File: config.mk
export PLATFORM = sky130hd
export DESIGN_NAME = ifeb_bank
export DESIGN_NICKNAME = d
export VERILOG_FILES = /design/src/logic/ifeb_pkg.sv /design/src/logic/ifeb_bit_reg.sv /design/src/logic/ifeb_bank.sv
export SDC_FILE = /design/constraint.sdc
export NUM_CORES = 1
export LEC_CHECK = 0
export BUFFER_PORTS_ARGS = -buffer_cell sky130_fd_sc_hd__buf_4
export CORE_MARGIN = 5
export CORE_UTILIZATION = 50
export DETAILED_ROUTE_END_ITERATION = 6
export PLACE_DENSITY_LB_ADDON = 0.25
export SYNTH_ARGS = -nofsm -noshare
export SYNTH_HDL_FRONTEND = slang
export SYNTH_SLANG_ARGS = --single-unit
File: constraint.sdc
create_clock -name sys_clk -period 2.5 [get_ports sys_clk]
set_input_delay 0.5 -clock sys_clk [delete_from_list [all_inputs] [get_ports sys_clk]]
set_output_delay 0.5 -clock sys_clk [all_outputs]
set_load 0.02 [all_outputs]
File: src/logic/ifeb_pkg.sv
`default_nettype none

package ifeb_pkg;

    // Common carriers
    typedef logic [15:0] ifeb_word_type;
    typedef logic [2:0] ifeb_addr_type;

    // Register offsets on the local register port
    localparam ifeb_addr_type ADDR_FLAGS_2 = 3'h0;
    localparam ifeb_addr_type ADDR_FLAGS_3 = 3'h1;
    localparam ifeb_addr_type ADDR_FLAGS_4 = 3'h2;
    localparam ifeb_addr_type ADDR_ENABLES_0 = 3'h3;
    localparam ifeb_addr_type ADDR_ENABLES_1 = 3'h4;
    localparam ifeb_addr_type ADDR_ENABLES_2 = 3'h5;
    localparam ifeb_addr_type ADDR_ENABLES_3 = 3'h6;

    // Every register clears at power-on
    localparam ifeb_word_type REG_RESET = 16'h0000;
    localparam ifeb_word_type WORD_ZERO = 16'h0000;
    localparam ifeb_word_type ONE_BIT = 16'h0001;

    // Flag bank 2; its enable bank 2 uses the same positions
    localparam int PARALLEL_PORT_FLAG = 13;
    localparam int COMPARE5_FLAG = 9;
    localparam int CAPTURE5_FLAG = 7;
    localparam int CAPTURE4_FLAG = 6;
    localparam int CAPTURE3_FLAG = 5;
    localparam int SERIAL_PERIPH2_EVENT_FLAG = 1;
    localparam int SERIAL_PERIPH2_FAULT_FLAG = 0;

    // Flag bank 3; its enable bank 3 uses the same positions
    localparam int CALENDAR_ALARM_FLAG = 14;
    localparam int EXT_PIN4_FLAG = 6;
    localparam int EXT_PIN3_FLAG = 5;
    localparam int I2C2_MASTER_FLAG = 2;
    localparam int I2C2_SLAVE_FLAG = 1;

    // Flag bank 4
    localparam int CRC_DONE_FLAG = 3;
    localparam int UART2_ERROR_FLAG = 2;
    localparam int UART1_ERROR_FLAG = 1;

    // Enable bank 0
    localparam int ADC_DONE_ENABLE = 13;
    localparam int UART1_TRANSMIT_ENABLE = 12;
    localparam int UART1_RECEIVE_ENABLE = 11;
    localparam int SERIAL_PERIPH1_EVENT_ENABLE = 10;
    localparam int SERIAL_PERIPH1_FAULT_ENABLE = 9;
    localparam int TIMER3_ENABLE = 8;
    localparam int TIMER2_ENABLE = 7;
    localparam int COMPARE2_ENABLE = 6;
    localparam int CAPTURE2_ENABLE = 5;
    localparam int TIMER1_ENABLE = 3;
    localparam int COMPARE1_ENABLE = 2;
    localparam int CAPTURE1_ENABLE = 1;
    localparam int EXT_PIN0_ENABLE = 0;

    // Enable bank 1
    localparam int UART2_TRANSMIT_ENABLE = 15;
    localparam int UART2_RECEIVE_ENABLE = 14;
    localparam int EXT_PIN2_ENABLE = 13;
    localparam int TIMER5_ENABLE = 12;
    localparam int TIMER4_ENABLE = 11;
    localparam int COMPARE4_ENABLE = 10;
    localparam int COMPARE3_ENABLE = 9;
    localparam int EXT_PIN1_ENABLE = 4;
    localparam int CHANGE_NOTIFY_ENABLE = 3;
    localparam int COMPARATOR_ENABLE = 2;
    localparam int I2C1_MASTER_ENABLE = 1;
    localparam int I2C1_SLAVE_ENABLE = 0;

    // Implemented-bit masks per register
    localparam ifeb_word_type FLAGS_2_MASK = (ONE_BIT << PARALLEL_PORT_FLAG)
        | (ONE_BIT << COMPARE5_FLAG) | (ONE_BIT << CAPTURE5_FLAG)
        | (ONE_BIT << CAPTURE4_FLAG) | (ONE_BIT << CAPTURE3_FLAG)
        | (ONE_BIT << SERIAL_PERIPH2_EVENT_FLAG) | (ONE_BIT << SERIAL_PERIPH2_FAULT_FLAG);
    localparam ifeb_word_type FLAGS_3_MASK = (ONE_BIT << CALENDAR_ALARM_FLAG)
        | (ONE_BIT << EXT_PIN4_FLAG) | (ONE_BIT << EXT_PIN3_FLAG)
        | (ONE_BIT << I2C2_MASTER_FLAG) | (ONE_BIT << I2C2_SLAVE_FLAG);
    localparam ifeb_word_type FLAGS_4_MASK = (ONE_BIT << CRC_DONE_FLAG)
        | (ONE_BIT << UART2_ERROR_FLAG) | (ONE_BIT << UART1_ERROR_FLAG);
    localparam ifeb_word_type ENABLES_0_MASK = (ONE_BIT << ADC_DONE_ENABLE)
        | (ONE_BIT << UART1_TRANSMIT_ENABLE) | (ONE_BIT << UART1_RECEIVE_ENABLE)
        | (ONE_BIT << SERIAL_PERIPH1_EVENT_ENABLE) | (ONE_BIT << SERIAL_PERIPH1_FAULT_ENABLE)
        | (ONE_BIT << TIMER3_ENABLE) | (ONE_BIT << TIMER2_ENABLE)
        | (ONE_BIT << COMPARE2_ENABLE) | (ONE_BIT << CAPTURE2_ENABLE)
        | (ONE_BIT << TIMER1_ENABLE) | (ONE_BIT << COMPARE1_ENABLE)
        | (ONE_BIT << CAPTURE1_ENABLE) | (ONE_BIT << EXT_PIN0_ENABLE);
    localparam ifeb_word_type ENABLES_1_HIGH_MASK = (ONE_BIT << UART2_TRANSMIT_ENABLE)
        | (ONE_BIT << UART2_RECEIVE_ENABLE) | (ONE_BIT << EXT_PIN2_ENABLE)
        | (ONE_BIT << TIMER5_ENABLE) | (ONE_BIT << TIMER4_ENABLE)
        | (ONE_BIT << COMPARE4_ENABLE) | (ONE_BIT << COMPARE3_ENABLE);
    localparam ifeb_word_type ENABLES_1_LOW_MASK = (ONE_BIT << EXT_PIN1_ENABLE)
        | (ONE_BIT << CHANGE_NOTIFY_ENABLE) | (ONE_BIT << COMPARATOR_ENABLE)
        | (ONE_BIT << I2C1_MASTER_ENABLE) | (ONE_BIT << I2C1_SLAVE_ENABLE);
    localparam ifeb_word_type ENABLES_1_MASK = ENABLES_1_HIGH_MASK | ENABLES_1_LOW_MASK;
    localparam ifeb_word_type ENABLES_2_MASK = FLAGS_2_MASK;
    localparam ifeb_word_type ENABLES_3_MASK = FLAGS_3_MASK;

endpackage

`default_nettype wire

File: src/logic/ifeb_bit_reg.sv
`timescale 1ns/1ps
`default_nettype none

// One 16-bit software register whose implemented bits are given by a mask
module ifeb_bit_reg
    import ifeb_pkg::*;
#(
    parameter ifeb_word_type MASK = WORD_ZERO
)
(
    // Clock, reset and freeze
    input wire logic sys_clk,
    input wire logic reset_n,
    input wire logic clk_en,
    // Software write
    input wire logic wr_en,
    input wire ifeb_word_type wdata,
    // Hardware set requests, one cycle each
    input wire ifeb_word_type set_events,
    // Register contents and the value it takes at the next edge
    output ifeb_word_type value,
    output ifeb_word_type next_value
);

    // Next value: a write replaces the bits, a hardware set is ORed on top so
    // that an event landing in the clearing cycle is never lost
    always_comb
    begin
        next_value = value;
        if (clk_en)
        begin
            if (wr_en)
            begin
                next_value = wdata;
            end
            next_value = (next_value | set_events) & MASK;
        end
    end

    // Register only; the freeze is folded into next_value
    always_ff @(posedge sys_clk)
    begin
        if (!reset_n)
        begin
            value <= REG_RESET;
        end
        else
        begin
            value <= next_value;
        end
    end

endmodule

`default_nettype wire

File: src/logic/ifeb_bank.sv
// Summary of operation
// - Flag reads 1 after request, else 0
// - Enable 1 passes request, 0 blocks it
// - Unassigned bits ignore writes, read zero
// - Enable bank 1 upper byte source layout
// - Enable bank 1 low five bits layout
// - Enable bank 3 source bit layout
// - Flag bank 2 source bit layout
//
// The address map and the strobed register port were chosen for this implementation.
`timescale 1ns/1ps
`default_nettype none

module ifeb_bank
    import ifeb_pkg::*;
(
    // Clock, reset and freeze
    input wire logic sys_clk,
    input wire logic reset_n,
    input wire logic clk_en,
    // Register port
    input wire ifeb_addr_type reg_addr,
    input wire ifeb_word_type reg_wdata,
    input wire logic reg_wr,
    input wire logic reg_rd,
    output ifeb_word_type reg_rdata,
    // Peripheral event pulses, one bit per source position
    input wire ifeb_word_type event_2,
    input wire ifeb_word_type event_3,
    input wire ifeb_word_type event_4,
    // Flags of banks 0 and 1, held outside this block
    input wire ifeb_word_type flag_in_0,
    input wire ifeb_word_type flag_in_1,
    // Gated requests toward priority arbitration
    output ifeb_word_type request_0,
    output ifeb_word_type request_1,
    output ifeb_word_type request_2,
    output ifeb_word_type request_3,
    // Bank 4 flags; their enables live elsewhere
    output ifeb_word_type flag_out_4
);

    // Implemented-bit mask of the register at an offset, zero when unmapped
    function automatic ifeb_word_type mask_of(input ifeb_addr_type addr);
        ifeb_word_type m;
        m = WORD_ZERO;
        unique case (addr)
            ADDR_FLAGS_2: m = FLAGS_2_MASK;
            ADDR_FLAGS_3: m = FLAGS_3_MASK;
            ADDR_FLAGS_4: m = FLAGS_4_MASK;
            ADDR_ENABLES_0: m = ENABLES_0_MASK;
            ADDR_ENABLES_1: m = ENABLES_1_MASK;
            ADDR_ENABLES_2: m = ENABLES_2_MASK;
            ADDR_ENABLES_3: m = ENABLES_3_MASK;
            default: m = WORD_ZERO;
        endcase
        return m;
    endfunction

    // Register contents and their next values
    ifeb_word_type flags_2, flags_3, flags_4;
    ifeb_word_type next_flags_2, next_flags_3, next_flags_4;
    ifeb_word_type enables_0, enables_1, enables_2, enables_3;
    ifeb_word_type next_enables_0, next_enables_1, next_enables_2, next_enables_3;

    // Write selects, one per register
    logic wr_flags_2, wr_flags_3, wr_flags_4;
    logic wr_enables_0, wr_enables_1, wr_enables_2, wr_enables_3;

    // Registered read data and gated requests
    ifeb_word_type next_reg_rdata;
    ifeb_word_type next_request_0, next_request_1, next_request_2, next_request_3;

    // Address decode for writes; unmapped offsets select nothing
    always_comb
    begin
        wr_flags_2 = reg_wr && (reg_addr == ADDR_FLAGS_2);
        wr_flags_3 = reg_wr && (reg_addr == ADDR_FLAGS_3);
        wr_flags_4 = reg_wr && (reg_addr == ADDR_FLAGS_4);
        wr_enables_0 = reg_wr && (reg_addr == ADDR_ENABLES_0);
        wr_enables_1 = reg_wr && (reg_addr == ADDR_ENABLES_1);
        wr_enables_2 = reg_wr && (reg_addr == ADDR_ENABLES_2);
        wr_enables_3 = reg_wr && (reg_addr == ADDR_ENABLES_3);
    end

    // Flag bank 2: parallel port, compare 5, captures 5..3, serial periph 2
    ifeb_bit_reg #(.MASK(FLAGS_2_MASK)) u_flags_2 (
        .sys_clk(sys_clk),
        .reset_n(reset_n),
        .clk_en(clk_en),
        .wr_en(wr_flags_2),
        .wdata(reg_wdata),
        .set_events(event_2),
        .value(flags_2),
        .next_value(next_flags_2)
    );

    // Flag bank 3: calendar alarm, pins 4 and 3, second I2C
    ifeb_bit_reg #(.MASK(FLAGS_3_MASK)) u_flags_3 (
        .sys_clk(sys_clk),
        .reset_n(reset_n),
        .clk_en(clk_en),
        .wr_en(wr_flags_3),
        .wdata(reg_wdata),
        .set_events(event_3),
        .value(flags_3),
        .next_value(next_flags_3)
    );

    // Flag bank 4: CRC and UART errors
    ifeb_bit_reg #(.MASK(FLAGS_4_MASK)) u_flags_4 (
        .sys_clk(sys_clk),
        .reset_n(reset_n),
        .clk_en(clk_en),
        .wr_en(wr_flags_4),
        .wdata(reg_wdata),
        .set_events(event_4),
        .value(flags_4),
        .next_value(next_flags_4)
    );

    // Enable banks take no hardware sets
    ifeb_bit_reg #(.MASK(ENABLES_0_MASK)) u_enables_0 (
        .sys_clk(sys_clk),
        .reset_n(reset_n),
        .clk_en(clk_en),
        .wr_en(wr_enables_0),
        .wdata(reg_wdata),
        .set_events(WORD_ZERO),
        .value(enables_0),
        .next_value(next_enables_0)
    );

    // Enable bank 1: upper byte and low five bits
    ifeb_bit_reg #(.MASK(ENABLES_1_MASK)) u_enables_1 (
        .sys_clk(sys_clk),
        .reset_n(reset_n),
        .clk_en(clk_en),
        .wr_en(wr_enables_1),
        .wdata(reg_wdata),
        .set_events(WORD_ZERO),
        .value(enables_1),
        .next_value(next_enables_1)
    );

    // Enable bank 2 mirrors flag bank 2 positions
    ifeb_bit_reg #(.MASK(ENABLES_2_MASK)) u_enables_2 (
        .sys_clk(sys_clk),
        .reset_n(reset_n),
        .clk_en(clk_en),
        .wr_en(wr_enables_2),
        .wdata(reg_wdata),
        .set_events(WORD_ZERO),
        .value(enables_2),
        .next_value(next_enables_2)
    );

    // Enable bank 3 mirrors flag bank 3 positions
    ifeb_bit_reg #(.MASK(ENABLES_3_MASK)) u_enables_3 (
        .sys_clk(sys_clk),
        .reset_n(reset_n),
        .clk_en(clk_en),
        .wr_en(wr_enables_3),
        .wdata(reg_wdata),
        .set_events(WORD_ZERO),
        .value(enables_3),
        .next_value(next_enables_3)
    );

    // Read mux from current values; request gating built from next values so the registered
    // requests match the registers in the same cycle
    always_comb
    begin
        next_reg_rdata = reg_rdata;
        next_request_0 = request_0;
        next_request_1 = request_1;
        next_request_2 = request_2;
        next_request_3 = request_3;
        if (clk_en)
        begin
            // Read data stand one cycle only; unmapped reads answer zero
            next_reg_rdata = WORD_ZERO;
            if (reg_rd)
            begin
                unique case (reg_addr)
                    ADDR_FLAGS_2: next_reg_rdata = flags_2;
                    ADDR_FLAGS_3: next_reg_rdata = flags_3;
                    ADDR_FLAGS_4: next_reg_rdata = flags_4;
                    ADDR_ENABLES_0: next_reg_rdata = enables_0;
                    ADDR_ENABLES_1: next_reg_rdata = enables_1;
                    ADDR_ENABLES_2: next_reg_rdata = enables_2;
                    ADDR_ENABLES_3: next_reg_rdata = enables_3;
                    default: next_reg_rdata = WORD_ZERO;
                endcase
                next_reg_rdata = next_reg_rdata & mask_of(reg_addr);
            end
            // Outside flags pick up one cycle of latency here
            next_request_0 = flag_in_0 & next_enables_0;
            next_request_1 = flag_in_1 & next_enables_1;
            next_request_2 = next_flags_2 & next_enables_2;
            next_request_3 = next_flags_3 & next_enables_3;
        end
    end

    // Output registers
    always_ff @(posedge sys_clk)
    begin
        if (!reset_n)
        begin
            reg_rdata <= REG_RESET;
            request_0 <= REG_RESET;
            request_1 <= REG_RESET;
            request_2 <= REG_RESET;
            request_3 <= REG_RESET;
        end
        else
        begin
            reg_rdata <= next_reg_rdata;
            request_0 <= next_request_0;
            request_1 <= next_request_1;
            request_2 <= next_request_2;
            request_3 <= next_request_3;
        end
    end

    // Bank 4 flags leave directly from their register
    assign flag_out_4 = flags_4;

    // Helper terms that only the checks read
    ifeb_word_type ev2_masked;
    ifeb_word_type ev3_masked;
    ifeb_word_type wd_flags_2;
    ifeb_word_type rd_mask;
    assign ev2_masked = event_2 & FLAGS_2_MASK;
    assign ev3_masked = event_3 & FLAGS_3_MASK;
    assign wd_flags_2 = reg_wdata & FLAGS_2_MASK;
    assign rd_mask = mask_of(reg_addr);
endmodule

`default_nettype wire

==> metrics.cfg <==
[run_status]
status = finished clean

[grt]
grt_overflow_total = 0
antenna_found_initial = 0
grt_first_pass_wirelength_um = 25300
track_usage_pct = 22.3
grt_max_degree = 78
grt_pass1_vias = 4977

[detailed_routing]
wl_per_cell_um = 17.7
wirelength_um = 16200
via_per_inst = 5.53
drc = 0
ant_nets = 0
drt-initial-drc-count = 411
num_vias = 5073
firstDrtPassIters = 5

[placement]
numPortBuffers = 146
gp_congestion = 0.841
dpl.hpwl_um = 11800
place_area_um2 = 7130

[final_layout]
antenna_cells = 0
nets = 861
final_common_cell = buf_4
final_cell_mix = buf_4 (156), dfxtp_1 (145), mux2i_1 (43)
fin_area_um2 = 7810
n_fill_cell = 990
final_layout_size_suffix_gt1_share_pct = 27.7
syn_to_final_growth_pct = 29.4

[synthesis]
synthesis.area_um2 = 6040
synth-main-ff-cell = dfxtp_1
yosys_warnings = 0
yosysTopAreaCell = dfxtp_1
ys_top_cells_by_area = dfxtp_1 (48%), mux2i_1 (7.1%), and2_1 (4.2%), o21ai_0 (3.4%), nand3b_1 (3.4%)
yosys_register_bits = 145
async_reset_ff_share_pct = 0
seq_area_frac_synth_pct = 48.1
syn_inst = 633
synth_edf_count = 0
yosysTopAreaCellShare_pct = 48.1
yosysUniqueCellTypes = 49
avgSynthCellArea_um2 = 9.54

[clock_tree]
clockRootBuffer = clkbuf_16
cts_buffers = 17
cts-resized-gates = 0
htree_levels = 4
clock_path_buffers = 2
cts_tree = built
cts_setup_buffers = 0
path_clk_slew_ps = 70
clkSinkCount = 145
clk_latency_ps = 420
ctsHoldBuffers = 0

[sta]
finalSetupViolations = 0
worst_clock_skew_ps = 8.33
tns_ps = 0
finalCritPeriodShare_pct = 70.4
finalHoldViolCount = 0
final_max_slew_viol_count = 0
slew_headroom_pct = 57.5
worst_pin_slew_ps = 638
hold_slack_ps = 349
rsz0062_at_grt = no
fin_crit_ps = 1760
timing.fmax_ghz = 0.568

[critical_path]
end_kind = flip-flop
critical_path_class = in2reg
arrival_ps = 2030
crit_fanout = 20
start_kind = primary input
cp.required_ps = 2770

[floorplanning]
core-area_um2 = 11900
ios = 200
std_cell_rows = 40
die_area_um2 = 14400
die_y_um = 120
start_util_pct = 50.7
die_w_um = 120

[power]
power_mw = 5.69
switching_share_pct = 21.9
p_per_area_nw_per_um2 = 729
pwr-share-seq_pct = 41.5
p_clk_share_pct = 51.2
p_leak_nw = 3.21
irDropWorstVdd_mv = 0.498
p_switching_mw = 1.25
internal-power_mw = 4.45
p_comb_share_pct = 7.3

[min_path]
hold_path.class = in2reg

[run]
drv_cap = 0

final timing paths:
kind,startpoint,to,slack (ps),cells past startpoint
max,reg_addr[1],request_2[7],740,6
min,flag_in_0[9],request_0[9],350,3
max reg2reg,u_flags_4.value[1],reg_rdata[1],1120,4
min reg2reg,request_0[4],request_0[4],460,1
synth_stat cells (all sizes together), types with 3 or more instances:
master / number
clkbuf: 31
nor2b: 28
a22o: 7
o22ai: 8
o221ai: 3
a22oi: 5
and2: 41
a21oi: 19
nand2b: 3
nand3: 31
mux2i: 43
and3: 4
nor3: 7
nand2: 39
dfxtp: 145
a32o: 10
buf: 34
o31ai: 13
nand3b: 27
a31oi: 4
o21ai: 53
inv: 21
a222oi: 3
a211o: 5
mux2: 15
nor2: 15
routing by layer:
metal | up-vias | track usage [%] | wire length [um]
met5 | - | 0 | 0
met4 | 0 | 9.66 | 415
met3 | 36 | 5.61 | 873
met2 | 172 | 37.6 | 8100
met1 | 2424 | 27.0 | 6840
li1 | 2441 | - | -
final cells by class:
class	count	area, um^2	share of cell area, %
flip-flops and latches	145	2900	37.1
multi-input cells	414	2750	35.2
repair buffers	158	1210	15.5
clock buffers	20	457	5.84
clock inverters	12	229	2.93
well taps	147	184	2.35
inverters	21	78.8	1.01
critical path, stage by stage:
cell	delay, ps
buf_4	190
nor4b_4	490
buf_4	250
mux2_2	340
o21ai_0	160
o22ai_1	100
per-stage QoR:
| step | instances | setup slack (ps) | util [%] |
|---|---|---|---|
| floorplan | 645 | 602 | - |
| global placement | 885 | 371 | 59.8 |
| detailed placement | 885 | 332 | 59.8 |
| CTS | 917 | 782 | 65.6 |
| global route | 917 | 640 | 65.6 |
| finish | 917 | 739 | 65.6 |
cells by family after synthesis:
logic type | after synthesis | synth area share, %
AND/OR/NAND/NOR | 201 | 19.0
AO/OA/AOI/OAI | 140 | 15.4
buffers and inverters | 86 | 7.23
other | 1 | 0.0621
XOR/XNOR | 2 | 0.290
multiplexers | 58 | 9.93
flip-flops | 145 | 48.1
flip-flops by register name (all words and copies together), names as in the netlist:
| name | flops |
|---|---|
| request_2 | 16 |
| request_0 | 16 |
| u_enables_3.value | 10 |
| u_enables_1.value | 14 |
| reg_rdata | 16 |
| u_enables_2.value | 8 |
| request_1 | 16 |
| u_enables_0.value | 13 |
| u_flags_4.value | 3 |
| u_flags_3.value | 9 |
| request_3 | 16 |
| u_flags_2.value | 8 |
power by group through the flow:
stage,Clock (mW),Sequential [mW],Combinational [mW]
2_1_floorplan,0,2.42,0.255
3_3_place_gp,0,2.41,0.397
3_5_place_dp,0,2.41,0.411
4_1_cts,2.94,2.36,0.414
5_1_grt,3.06,2.37,0.449
6_report,2.91,2.36,0.417
(Power assumes the default switching activity.)
